## src/core/qrce_pkg.sv

```systemverilog
// How it works
// - Quad read opcode sends address and data four bits per clock, four dummies outside quad command mode.
// - Quad read opcode accepted only with the quad lines enable bit set.
// - Eight mode bits follow the address; only the upper nibble matters.
// - Mode bits 5:4 at 10 make the next select period skip its opcode.
// - Any other mode bits 5:4 value makes the next period expect an opcode.
// - Wrapped data runs to the aligned section end, then restarts at its start.
// - Wrap configuration is three bits: disable bit and two length bits.
// - A set wrap command steers all later quad reads outside quad command mode until changed.
// - Quad command mode dummies follow parameter bits 5:4: 0, 2, 4 or 6.
// - Quad command mode dummy setting defaults to zero after any reset.
// - In quad command mode the mode byte is still decoded; its two clocks come before the dummy clocks.
// - Opcode skipping also works for quad read in quad command mode.
// - Quad read in quad command mode never wraps.
// - Four byte quad read opcode always takes a 32 bit address.
// - Four byte quad read opcode is recognised only in single line mode.
// - Four byte quad read honours the wrap configuration too.
// - Word read takes an even address and only two dummy clocks.
// - Word read accepted only with the quad lines enable bit set.
// - Word read supports opcode skipping through mode bits 5:4.
// - Reads use 32 bit addresses in four byte mode or with the four byte opcode, else 24 bit.
// - Wrap disable bit resets to one after every kind of reset.
package qrce_pkg;
    // ****************************************
    // Opcodes
    // ****************************************
    localparam logic [7:0] OP_QREAD = 8'hEB;
    localparam logic [7:0] OP_QREAD4 = 8'hEC;
    localparam logic [7:0] OP_WREAD = 8'hE7;
    localparam logic [7:0] OP_SETWRAP = 8'h77;
    localparam logic [7:0] OP_SETPARAM = 8'hC0;
    // ****************************************
    // Register offsets and fields
    // ****************************************
    localparam logic [7:0] REG_CTRL = 8'h00;
    localparam logic [7:0] REG_WRAP = 8'h04;
    localparam logic [7:0] REG_PARAM = 8'h08;
    localparam logic [7:0] REG_STATUS = 8'h0C;
    localparam logic [7:0] REG_MADDR = 8'h10;
    localparam logic [7:0] REG_MDATA = 8'h14;
    localparam int CTRL_QLE_BIT = 0;
    localparam int CTRL_ADDR4_BIT = 1;
    localparam int CTRL_QCM_BIT = 2;
    localparam int CTRL_SRST_BIT = 3;
    localparam int WRAP_LSB = 4;
    localparam int PARAM_LSB = 4;
    localparam logic [2:0] CTRL_RESET = 3'h0;
    localparam logic [2:0] WRAP_RESET = 3'h1;
    localparam logic [1:0] PARAM_RESET = 2'h0;
    localparam logic [1:0] SKIP_CODE = 2'h2;
    localparam logic [5:0] SYNC_RESET = 6'h10;
    // ****************************************
    // Clock counts on the serial link
    // ****************************************
    localparam logic [3:0] CMD_CLKS_SPI = 4'h8;
    localparam logic [3:0] CMD_CLKS_QCM = 4'h2;
    localparam logic [3:0] ADDR3_CLKS = 4'h6;
    localparam logic [3:0] ADDR4_CLKS = 4'h8;
    localparam logic [3:0] MODE_CLKS = 4'h2;
    localparam logic [3:0] WRAP_BYTE_CLKS = 4'h2;
    localparam logic [3:0] PARAM_CLKS = 4'h2;
    localparam logic [3:0] DUMMY_QREAD = 4'h4;
    localparam logic [3:0] DUMMY_WREAD = 4'h2;

    typedef enum logic [3:0] {
        ST_IDLE, ST_CMD, ST_ADDR, ST_MODE, ST_DUMMY,
        ST_DATA, ST_WRAPCFG, ST_PARAM, ST_IGNORE
    } qrce_state_t;
endpackage

```

## src/core/qrce_engine.sv

```systemverilog
`timescale 1ns/1ps
module qrce_engine
    import qrce_pkg::*;
#(
    parameter int MEM_AW = 8
) (
    input wire logic pclk,
    input wire logic presetn,
    input wire logic clk_en,
    input wire logic psel,
    input wire logic penable,
    input wire logic pwrite,
    input wire logic [7:0] paddr,
    input wire logic [31:0] pwdata,
    output logic [31:0] prdata,
    output logic pready,
    output logic pslverr,
    input wire logic sclk_pin,
    input wire logic cs_pin_n,
    input wire logic [3:0] io_pin_in,
    output logic [3:0] io_pin_out,
    output logic [3:0] io_pin_oe
);
    // Memory must hold a whole 64-byte wrap section
    if (MEM_AW < 6 || MEM_AW > 16) begin : g_bad_aw
        $error("MEM_AW out of range");
    end

    // ****************************************
    // Pin synchronisers and edge detection
    // ****************************************
    logic [5:0] sync1_r, sync2_r;
    logic sclk_d_r, cs_d_r;

    always_ff @(posedge pclk or negedge presetn) begin
        if (!presetn) begin
            sync1_r <= SYNC_RESET;
            sync2_r <= SYNC_RESET;
            sclk_d_r <= 1'b0;
            cs_d_r <= 1'b1;
        end else if (clk_en) begin
            sync1_r <= {sclk_pin, cs_pin_n, io_pin_in};
            sync2_r <= sync1_r;
            sclk_d_r <= sync2_r[5];
            cs_d_r <= sync2_r[4];
        end
    end

    logic cs_n_s, rise, fall, cs_fall;
    logic [3:0] io_s;
    assign cs_n_s = sync2_r[4];
    assign io_s = sync2_r[3:0];
    assign rise = clk_en && sync2_r[5] && !sclk_d_r;
    assign fall = clk_en && !sync2_r[5] && sclk_d_r;
    assign cs_fall = clk_en && !cs_n_s && cs_d_r;

    // ****************************************
    // Control register
    // ****************************************
    logic quad_lines_enable_bit, addr4_mode, quad_command_mode;
    logic soft_rst;
    logic apb_wr, apb_rd_setup;
    assign apb_wr = clk_en && psel && penable && pwrite;
    assign apb_rd_setup = clk_en && psel && !penable && !pwrite;
    assign soft_rst = apb_wr && paddr == REG_CTRL && pwdata[CTRL_SRST_BIT];

    always_ff @(posedge pclk or negedge presetn) begin
        if (!presetn) begin
            {quad_command_mode, addr4_mode, quad_lines_enable_bit} <= CTRL_RESET;
        end else if (apb_wr && paddr == REG_CTRL) begin
            quad_lines_enable_bit <= pwdata[CTRL_QLE_BIT];
            addr4_mode <= pwdata[CTRL_ADDR4_BIT];
            quad_command_mode <= pwdata[CTRL_QCM_BIT];
        end
    end

    // ****************************************
    // Serial command sequencer
    // ****************************************
    qrce_state_t state_r;
    logic [3:0] cnt_r;
    logic [7:0] op_r, op_w, mode_r, cfg_r;
    logic [7:0] mode_w, cfg_w;
    logic cont_r;
    logic [2:0] wrap_config_bits;
    logic [1:0] param_r;
    logic last;

    assign last = cnt_r == 4'h1;
    assign op_w = quad_command_mode ? {op_r[3:0], io_s} : {op_r[6:0], io_s[0]};
    assign mode_w = {mode_r[3:0], io_s};
    assign cfg_w = {cfg_r[3:0], io_s};

    function automatic logic [3:0] addr_clks(input logic [7:0] op, input logic a4);
        addr_clks = (op == OP_QREAD4 || a4) ? ADDR4_CLKS : ADDR3_CLKS;
    endfunction

    qrce_state_t dec_state;
    logic [3:0] dec_cnt;
    always_comb begin
        dec_state = ST_IGNORE;
        dec_cnt = 4'h0;
        case (op_w)
            OP_QREAD: begin
                if (quad_lines_enable_bit) begin
                    dec_state = ST_ADDR;
                    dec_cnt = addr_clks(op_w, addr4_mode);
                end
            end
            OP_QREAD4, OP_WREAD: begin
                if (quad_lines_enable_bit && !quad_command_mode) begin
                    dec_state = ST_ADDR;
                    dec_cnt = addr_clks(op_w, addr4_mode);
                end
            end
            OP_SETWRAP: begin
                if (!quad_command_mode) begin
                    dec_state = ST_WRAPCFG;
                    dec_cnt = addr_clks(8'h00, addr4_mode) + WRAP_BYTE_CLKS;
                end
            end
            OP_SETPARAM: begin
                if (quad_command_mode) begin
                    dec_state = ST_PARAM;
                    dec_cnt = PARAM_CLKS;
                end
            end
            default: begin
                dec_state = ST_IGNORE;
            end
        endcase
    end

    logic [3:0] dummy_clks;
    always_comb begin
        if (quad_command_mode) begin
            dummy_clks = {1'b0, param_r, 1'b0};
        end else if (op_r == OP_WREAD) begin
            dummy_clks = DUMMY_WREAD;
        end else begin
            dummy_clks = DUMMY_QREAD;
        end
    end

    always_ff @(posedge pclk or negedge presetn) begin
        if (!presetn) begin
            state_r <= ST_IDLE;
            cnt_r <= 4'h0;
        end else if (clk_en) begin
            if (cs_n_s) begin
                state_r <= ST_IDLE;
            end else if (cs_fall) begin
                state_r <= cont_r ? ST_ADDR : ST_CMD;
                if (cont_r) begin
                    cnt_r <= addr_clks(op_r, addr4_mode);
                end else begin
                    cnt_r <= quad_command_mode ? CMD_CLKS_QCM : CMD_CLKS_SPI;
                end
            end else if (rise) begin
                cnt_r <= cnt_r - 4'h1;
                case (state_r)
                    ST_CMD: begin
                        if (last) begin
                            state_r <= dec_state;
                            cnt_r <= dec_cnt;
                        end
                    end
                    ST_ADDR: begin
                        if (last) begin
                            state_r <= ST_MODE;
                            cnt_r <= MODE_CLKS;
                        end
                    end
                    ST_MODE: begin
                        if (last) begin
                            state_r <= (dummy_clks == 4'h0) ? ST_DATA : ST_DUMMY;
                            cnt_r <= dummy_clks;
                        end
                    end
                    ST_DUMMY: begin
                        if (last) begin
                            state_r <= ST_DATA;
                        end
                    end
                    ST_WRAPCFG, ST_PARAM: begin
                        if (last) begin
                            state_r <= ST_IGNORE;
                        end
                    end
                    default: begin
                        cnt_r <= cnt_r;
                    end
                endcase
            end
        end
    end

    // ****************************************
    // Shift registers for opcode, mode and setup bytes
    // ****************************************
    always_ff @(posedge pclk or negedge presetn) begin
        if (!presetn) begin
            op_r <= 8'h00;
            mode_r <= 8'h00;
            cfg_r <= 8'h00;
        end else if (rise && !cs_n_s && !cs_fall) begin
            if (state_r == ST_CMD) begin
                op_r <= op_w;
            end
            if (state_r == ST_MODE) begin
                mode_r <= mode_w;
            end
            if (state_r == ST_WRAPCFG || state_r == ST_PARAM) begin
                cfg_r <= cfg_w;
            end
        end
    end

    // Opcode skip flag survives select going high
    always_ff @(posedge pclk or negedge presetn) begin
        if (!presetn) begin
            cont_r <= 1'b0;
        end else if (soft_rst) begin
            cont_r <= 1'b0;
        end else if (rise && !cs_n_s && !cs_fall && state_r == ST_MODE && last) begin
            cont_r <= mode_w[5:4] == SKIP_CODE;
        end
    end

    // Wrap and dummy settings from the serial setup commands
    always_ff @(posedge pclk or negedge presetn) begin
        if (!presetn) begin
            wrap_config_bits <= WRAP_RESET;
            param_r <= PARAM_RESET;
        end else if (soft_rst) begin
            wrap_config_bits <= WRAP_RESET;
            param_r <= PARAM_RESET;
        end else if (rise && !cs_n_s && !cs_fall && last) begin
            if (state_r == ST_WRAPCFG) begin
                wrap_config_bits <= cfg_w[6:4];
            end
            if (state_r == ST_PARAM) begin
                param_r <= cfg_w[5:4];
            end
        end
    end

    // ****************************************
    // Address counter with wrap
    // ****************************************
    logic [31:0] addr_r, addr_inc, wmask;
    logic wrap_on, half_r, advance;
    assign wrap_on = !wrap_config_bits[0] && !quad_command_mode;
    assign wmask = (32'h8 << wrap_config_bits[2:1]) - 32'h1;
    assign advance = fall && !cs_n_s && state_r == ST_DATA && half_r;
    always_comb begin
        if (wrap_on) begin
            addr_inc = (addr_r & ~wmask) | ((addr_r + 32'h1) & wmask);
        end else begin
            addr_inc = addr_r + 32'h1;
        end
    end

    always_ff @(posedge pclk or negedge presetn) begin
        if (!presetn) begin
            addr_r <= 32'h0;
        end else if (cs_fall) begin
            addr_r <= 32'h0;
        end else if (rise && !cs_n_s && state_r == ST_ADDR) begin
            addr_r <= {addr_r[27:0], io_s};
        end else if (advance) begin
            addr_r <= addr_inc;
        end
    end

    // ****************************************
    // Data output on falling serial edges
    // ****************************************
    logic [7:0] rd_byte;
    logic drive_r;
    logic [MEM_AW-1:0] maddr_r;
    logic mem_wr;

    always_ff @(posedge pclk or negedge presetn) begin
        if (!presetn) begin
            drive_r <= 1'b0;
            half_r <= 1'b0;
            io_pin_out <= 4'h0;
        end else if (clk_en) begin
            if (cs_n_s || state_r != ST_DATA) begin
                drive_r <= 1'b0;
                half_r <= 1'b0;
            end else if (fall) begin
                drive_r <= 1'b1;
                half_r <= !half_r;
                io_pin_out <= half_r ? rd_byte[3:0] : rd_byte[7:4];
            end
        end
    end
    assign io_pin_oe = {4{drive_r}};

    assign mem_wr = apb_wr && paddr == REG_MDATA;
    qrce_mem #(.AW(MEM_AW)) u_mem (
        .pclk(pclk),
        .presetn(presetn),
        .clk_en(clk_en),
        .wr_en(mem_wr),
        .wr_addr(maddr_r),
        .wr_data(pwdata[7:0]),
        .rd_addr(addr_r[MEM_AW-1:0]),
        .rd_data(rd_byte)
    );

    // ****************************************
    // APB slave
    // ****************************************
    logic mapped;
    assign mapped = paddr inside {REG_CTRL, REG_WRAP, REG_PARAM, REG_STATUS,
                                  REG_MADDR, REG_MDATA};
    assign pready = 1'b1;
    assign pslverr = psel && penable && !mapped;

    always_ff @(posedge pclk or negedge presetn) begin
        if (!presetn) begin
            maddr_r <= '0;
        end else if (apb_wr && paddr == REG_MADDR) begin
            maddr_r <= pwdata[MEM_AW-1:0];
        end else if (mem_wr) begin
            maddr_r <= maddr_r + 1'b1;
        end
    end

    always_ff @(posedge pclk or negedge presetn) begin
        if (!presetn) begin
            prdata <= 32'h0;
        end else if (apb_rd_setup) begin
            case (paddr)
                REG_CTRL: prdata <= {29'h0, quad_command_mode, addr4_mode,
                                     quad_lines_enable_bit};
                REG_WRAP: prdata <= {25'h0, wrap_config_bits, 4'h0};
                REG_PARAM: prdata <= {26'h0, param_r, 4'h0};
                REG_STATUS: prdata <= {24'h0, 4'(state_r), 2'h0, !cs_n_s, cont_r};
                REG_MADDR: prdata <= 32'(maddr_r);
                default: prdata <= 32'h0;
            endcase
        end
    end

    logic cmd_end, mode_end;
    assign cmd_end = rise && !cs_n_s && !cs_fall && state_r == ST_CMD && last;
    assign mode_end = rise && !cs_n_s && !cs_fall && state_r == ST_MODE && last;
endmodule // qrce_engine

```

## src/core/qrce_mem.sv

```systemverilog
`timescale 1ns/1ps
module qrce_mem #(
    parameter int AW = 8
) (
    input wire logic pclk,
    input wire logic presetn,
    input wire logic clk_en,
    input wire logic wr_en,
    input wire logic [AW-1:0] wr_addr,
    input wire logic [7:0] wr_data,
    input wire logic [AW-1:0] rd_addr,
    output logic [7:0] rd_data
);
    logic [7:0] mem [0:(1<<AW)-1];

    always_ff @(posedge pclk) begin
        if (clk_en && wr_en) begin
            mem[wr_addr] <= wr_data;
        end
    end

    always_ff @(posedge pclk or negedge presetn) begin
        if (!presetn) begin
            rd_data <= 8'h00;
        end else if (clk_en) begin
            rd_data <= mem[rd_addr];
        end
    end
endmodule // qrce_mem

```

## config.mk

```make
export PLATFORM = sky130hd
export DESIGN_NAME = qrce_engine
export DESIGN_NICKNAME = d
export VERILOG_FILES = /design/src/core/qrce_pkg.sv /design/src/core/qrce_engine.sv /design/src/core/qrce_mem.sv
export SDC_FILE = /design/constraint.sdc
export NUM_CORES = 2
export LEC_CHECK = 0
export BUFFER_PORTS_ARGS = -buffer_cell sky130_fd_sc_hd__buf_2
export CAP_MARGIN = 20
export CORE_ASPECT_RATIO = 0.9
export CORE_MARGIN = 3
export CORE_UTILIZATION = 60
export DETAILED_ROUTE_END_ITERATION = 8
export PLACE_DENSITY = 0.81
export SLEW_MARGIN = 30
export SYNTH_ARGS = -nofsm -noshare
export SYNTH_HDL_FRONTEND = slang
export SYNTH_SLANG_ARGS = --single-unit
export TNS_END_PERCENT = 5
```

## constraint.sdc

```tcl
create_clock -name pclk -period 4.3 [get_ports pclk]
set_clock_uncertainty 0.05 [all_clocks]
set_input_delay 0 -clock pclk [delete_from_list [all_inputs] [get_ports pclk]]
set_output_delay 0 -clock pclk [all_outputs]
set_load 0.01 [all_outputs]
```

=== Word-level counts from Yosys, hierarchy flattened ===
Memories as Yosys holds them, arrays and structs flattened. A register that Yosys moved wholly into a read port is not among the register bits.
Index checks and enable logic that the tools add are counted.

* Flip-flop bits (word level): 122
* RAM bits: 2048
* Input port bits: 52
* Output and inout port bits: 42
* Logic and storage cells: 188
* Memories: 1

* $add $sub $neg: 5
* Equal/unequal tests: 27
* Shift-type cells: 1
* Muxes and demuxes: 57
* Bitwise gates (word level): 6
* Reduce and logical (&&, ||, !) cells: 70

{| class="wikitable"
|+ Memory list
! memory !! depth !! bits a word !! read ports !! clocked after memory_dff !! write ports !! line !! text
|-
| u_mem.mem || 256 || 8 || 1 || 1 || 1 || qrce_mem.sv:14 || <nowiki>logic [7:0] mem [0:(1<<AW)-1];</nowiki>
|}

{| class="wikitable"
|+ Operators by type and width
! operator !! count
|-
| $mux 32 || 4
|-
| $mux 4 || 26
|-
| $and 32x32->32 || 2
|-
| $eq 8x8->1 const B || 6
|-
| $pmux 4 s4 || 3
|-
| $pmux 8 s5 || 1
|-
| $add 32x1->32 const B || 1
|-
| $not 32->32 || 1
|-
| $or 32x32->32 || 1
|-
| $shl 4x2->32 const A || 1
|-
| $sub 32x1->32 const B || 1
|-
| $logic_and 1x1->1 || 29
|-
| $mux 8 || 3
|-
| $ne 4x4->1 const B || 5
|-
| $pmux 4 s5 || 1
|-
| $eq 4x3->1 const B || 4
|-
| $eq 8x4->1 const B || 2
|-
| $eq 8x5->1 const B || 2
|-
| $mux 3 || 5
|-
| $reduce_bool 2->1 || 7
|-
| $reduce_and 2->1 || 6
|-
| $logic_not 1->1 || 11
|-
| $mux 2 || 5
|-
| $mux 1 || 9
|-
| 22 further kinds || 30
|}

=== Logic depth before layout (Yosys ltp) ===
* Depth in word-level cells: 10
* Gate-level depth with buffers: 13
* Gate-level depth less buffers: 9

=== Modules after synthesis ===
Synthesis repeated with hierarchy kept, for this count alone.

* Cell total of the unflattened synthesis: 4544
* Area total of the unflattened synthesis: 85304.3 µm²

{| class="wikitable"
|+ Modules (own cells, without submodules)
! module !! instances !! cells each !! area an instance (µm²) !! sequential area each (µm²)
|-
| qrce_mem || 1 || 4044 || 80684.9 || 61699.2
|-
| qrce_engine || 1 || 500 || 4619.4 || 1856.8
|}

=== Worst setup path after synthesis ===
No wires, ideal clock.

* Kind: register to register
* Start: register addr_r[0]
* End: register u_mem.rd_data[5] (read register of u_mem.mem)
* Setup time: 0.126 ns
* Arrival: 2.576 ns
* Data required time: 4.124 ns
* Setup slack: 1.548 ns
* Stages on the path, launching flop included: 11
* Buffers on the path: 4
* Period minus slack after synthesis: 2.752 ns
* Cells stage by stage: dfrtp_1 > buf_6 > buf_4 > buf_2 > buf_2 > mux4_2 > nor2_1 > nor2_1 > a221oi_1 > nor3_1 > a221o_1

{| class="wikitable"
|+ RTL lines
! element !! line !! text
|-
| start, declared || qrce_engine.sv:251 || <nowiki>logic [31:0] addr_r, addr_inc, wmask;</nowiki>
|-
| start signal, assigned || qrce_engine.sv:270 || <nowiki>addr_r <= {addr_r[27:0], io_s};</nowiki>
|-
| start signal, assigned || qrce_engine.sv:272 || <nowiki>addr_r <= addr_inc;</nowiki>
|-
| end, declared || qrce_mem.sv:12 || <nowiki>output logic [7:0] rd_data</nowiki>
|}

=== Final worst setup path ===
* Start: input port clk_en
* End: memory u_mem.mem[183][6], enable pin

* Cells in the longest elaborated chain, start to end: 7

{| class="wikitable"
|+ RTL lines
! element !! line !! text
|-
| start, declared || qrce_engine.sv:9 || <nowiki>input wire logic clk_en,</nowiki>
|-
| $logic_and 1x1->1 (3 in a row) || qrce_engine.sv:63 || <nowiki>assign apb_wr = clk_en && psel && penable && pwrite;</nowiki>
|-
| $logic_and 1x1->1 || qrce_engine.sv:302 || <nowiki>assign mem_wr = apb_wr && paddr == REG_MDATA;</nowiki>
|-
| $logic_and 1x1->1 (*) || qrce_mem.sv:17 || <nowiki>if (clk_en && wr_en) begin</nowiki>
|-
| $mux 1 (*) || qrce_mem.sv:17 ||
|-
| $mux 1 (implied by the code) (*) || qrce_mem.sv:18 || <nowiki>mem[wr_addr] <= wr_data;</nowiki>
|-
| end, declared || qrce_mem.sv:14 ||
|}

Every way passes the cells marked *; elsewhere a longest branch is shown, timed or not.

==> metrics.txt <==
status finished, final reports clean; H-tree Lvls 4; Worst Path Required between 4 and 5 ns; crit path time final about 4.3 ns; die height between 300 and 400 um; First DRT Iteration DRCs roughly 7,600; Hold Slack between 0.1 and 0.15 ns; Syn. warnings 0; flops & latches, synth between 2,000 and 2,500; synthesized area 84,300 sq um; CP most frequent cell dlygate4sd3_1; final wirelength 224,000 um; clk sinks ~2,100; reg2reg path depth 8; CTS tree yes; setup violators final 0; initial antenna violation count 14; vias per cell 7.01; top cells by area, synth edfxtp_1 (73%), mux4_2 (12%), mux2i_1 (2.6%), dfrtp_1 (2.3%), nor2_1 (1.5%); crit path kind primary input to flip-flop; grt total ovfl 0; core area between 100,000 and 150,000 sq um; crit path max fanout 15; slew margin rel. 0.317; origin of the worst setup path clk_en; IO Port Bufs between 40 and 50; IR drop worst, VDD between 400 and 500 uV; placed cells roughly 6,300; row cnt 129; CTS Buffer Depth 3; DR pass1 iterations 6; register area share after synthesis 0.754; starting density of the core 0.609; HPWL Detailed 132,000 um; Main synth FF type edfxtp_1; RePlAce Congestion 0.944; die width 401 um; clk_lat worst skew 0.81 ns; post-route ant nets 0; RSZ-0062 raised after global routing yes; Crit path largest cell delay between 0.8 and 0.9 ns; TritonCTS buffer count 188; Cell Chain, Critical Path dlygate4sd3_1, buf_2, nand2_1, dlygate4sd3_1, nor2_1, dlygate4sd3_1, and4_1, and3_1, nand3_1, nor2_1; Worst setup SP type primary input; CP Capture Point u_mem.mem[183][6]; Overall Power ~43 mW; area of the multi-input gates approximately 19,000 sq um; Root Driver clkbuf_16; synth cell count leaders edfxtp_1 (2,048), mux4_2 (452), nor2_1 (336), mux2i_1 (218), nand2_1 (131); Post-Synthesis Cells approximately 4,300; Synth-to-Final Area Change 12.8%; R2R Setup Slk around 0.27 ns; CP max stage cell nor2_1; Final Hold Fails 0; global-route wire length before repair approximately 320,000 um; Min-Delay Path Class primary input to flip-flop; DIE AREA ~150,000 sq um; Fill cells roughly 8,000; via count roughly 47,000; postcts setup bufs 0; # IOs 94; P_leak 29.8 nW; Tcrit/Tclk final 0.998; WL per Instance 33.6 um; worst slack, placed 0.530 ns; fraction of layout cells with a size suffix above 1 0.251; vias in the first global route about 46,000; Critical R2R Capture u_mem.rd_data[2]; area occupied by registers ~64,000 sq um; clock-pin slew on the worst setup and hold paths approximately 0.060 ns; Tot GR Track Use 0.307; Yosys cell types between 70 and 80; DRC viols 0; share of the synthesized area in the top cell type 0.730; fmax approximately 230 MHz; Final Non-Filler Cells between 6,000 and 7,000; Setup WS post-layout around 0.0065 ns; count leader, synth edfxtp_1; endpoint class of the critical path flip-flop; Reg2Reg Launch Point addr_r[1]; Async SR Flop Fraction 0.0385; largest net degree at the start of global routing approximately 170; PD cells about 450 nW/um^2; Pins Over Slew Limit 0; Least-Margin Pin Slew ~1.0 ns; max-cap check violation count 0; number of flops mapped to enable cells by yosys 2,048; final net count around 4,700; syn_area_per_cell between 15 and 20 sq um; top cell type by total area after synthesis edfxtp_1; crit path DAT between 4 and 5 ns
==> registers in the layout, summed over array words and instances (netlist names), 2 cells and up <==
name,flops
mode_r,2
sync1_r,6
prdata,8
op_r,8
wrap_config_bits,3
sync2_r,6
io_pin_out,4
cfg_r,3
state_r,4
cnt_r,4
u_mem.rd_data,8
param_r,2
u_mem.mem,2048
maddr_r,8
addr_r,8
==> critical path, delay by kind of cell <==
| family | cells | cell delay [ns] |
|---|---|---|
| buffers and inverters | 4 | 1.90 |
| and+or+nand+nor | 6 | 2.77 |
==> power breakdown <==
group | internal [mW] | switching [mW] | total, mW | leakage [nW]
combinational | 1.41 | 2.26 | 3.67 | 7.47
sequential | 22.8 | 0.154 | 23.0 | 19.5
clock | 9.10 | 7.38 | 16.5 | 2.89
==> how the worst min path moves through the flow <==
stage | endpoint | from | cells past startpoint | slack [ns]
floorplan | addr4_mode | presetn | 0 | -0.35
global placement | op_r[0] | presetn | 1 | 0.03
detailed placement | op_r[0] | presetn | 1 | 0.03
CTS | prdata[7] | psel | 4 | 0.006
global route | prdata[1] | psel | 4 | 0.07
finish | prdata[7] | psel | 4 | 0.12
==> layout make-up <==
cell class	instances	share of cell area
diodes	6	0.000158
clock buffers	243	0.0537
clock inverters	103	0.00879
inverters	25	0.00104
multi-input cells	1856	0.202
flip-flops and latches	2130	0.668
well taps	1834	0.0241
repair buffers	461	0.0420
==> stage by stage <==
| step | setup TNS (ns) | util | instance area [sq um] |
|---|---|---|---|
| 3_5_place_dp | 0 | 0.639 | 88500 |
| 4_1_cts | 0 | 0.686 | 95000 |
| 3_3_place_gp | 0 | 0.639 | 88500 |
| 5_1_grt | -0.124 | 0.687 | 95100 |
| 6_report | 0 | 0.687 | 95100 |
| 2_1_floorplan | 0 | - | 84400 |
==> logic make-up after synthesis <==
family | after synthesis | synth area share
DFF | 2130 | 0.754
muxes | 712 | 0.152
and+or+nand+nor | 650 | 0.0340
AOI/OAI and AO/OA | 448 | 0.0367
buffers and inverters | 307 | 0.0204
xor gates and xnor gates | 13 | 0.00135
adders and majority gates | 8 | 0.00119
other | 2 | 0.0000891
==> timing repair <==
action,in CTS,in global routing
gates resized for setup,0,0
hold endpoints to repair,861,0
setup endpoints to repair,0,11
hold buffers,51,0
==> placed cells by master, fill, tap and decap left out, drive strengths merged, types with 8 or more instances in the layout <==
| master | netlist | final |
|---|---|---|
| a2111oi | 19 | 19 |
| a211oi | 37 | 37 |
| a21oi | 95 | 95 |
| a221oi | 15 | 15 |
| a22o | 11 | 11 |
| a22oi | 96 | 96 |
| a31oi | 20 | 20 |
| buf | 162 | 403 |
| bufinv | 0 | 12 |
| clkbuf | 120 | 251 |
| clkinv | 2 | 79 |
| clkinvlp | 0 | 9 |
| conb | 2 | 25 |
| dfrtp | 78 | 78 |
| dlygate4sd3 | 0 | 50 |
| edfxtp | 2048 | 2048 |
| ha | 8 | 8 |
| inv | 23 | 28 |
| mux2 | 42 | 42 |
| mux2i | 218 | 218 |
| mux4 | 452 | 452 |
| nand2 | 131 | 131 |
| nand2b | 21 | 21 |
| nand3 | 40 | 40 |
| nor2 | 336 | 336 |
| nor2b | 32 | 32 |
| nor3 | 26 | 26 |
| nor4 | 9 | 9 |
| o211ai | 10 | 10 |
| o21ai | 56 | 56 |
| o221ai | 21 | 21 |
| o22ai | 19 | 19 |
| or4 | 8 | 8 |
| xnor2 | 9 | 9 |
==> per-layer routing <==
metal  share of wire  global-route usage  wire, um
met3            0.14              0.0883     30700
met2            0.47               0.478    105000
met4           0.055               0.147     12300
met1            0.34               0.408     75500
met5         0.00035                   0        79
No activity file was read; power rests on OpenSTA's default activity.
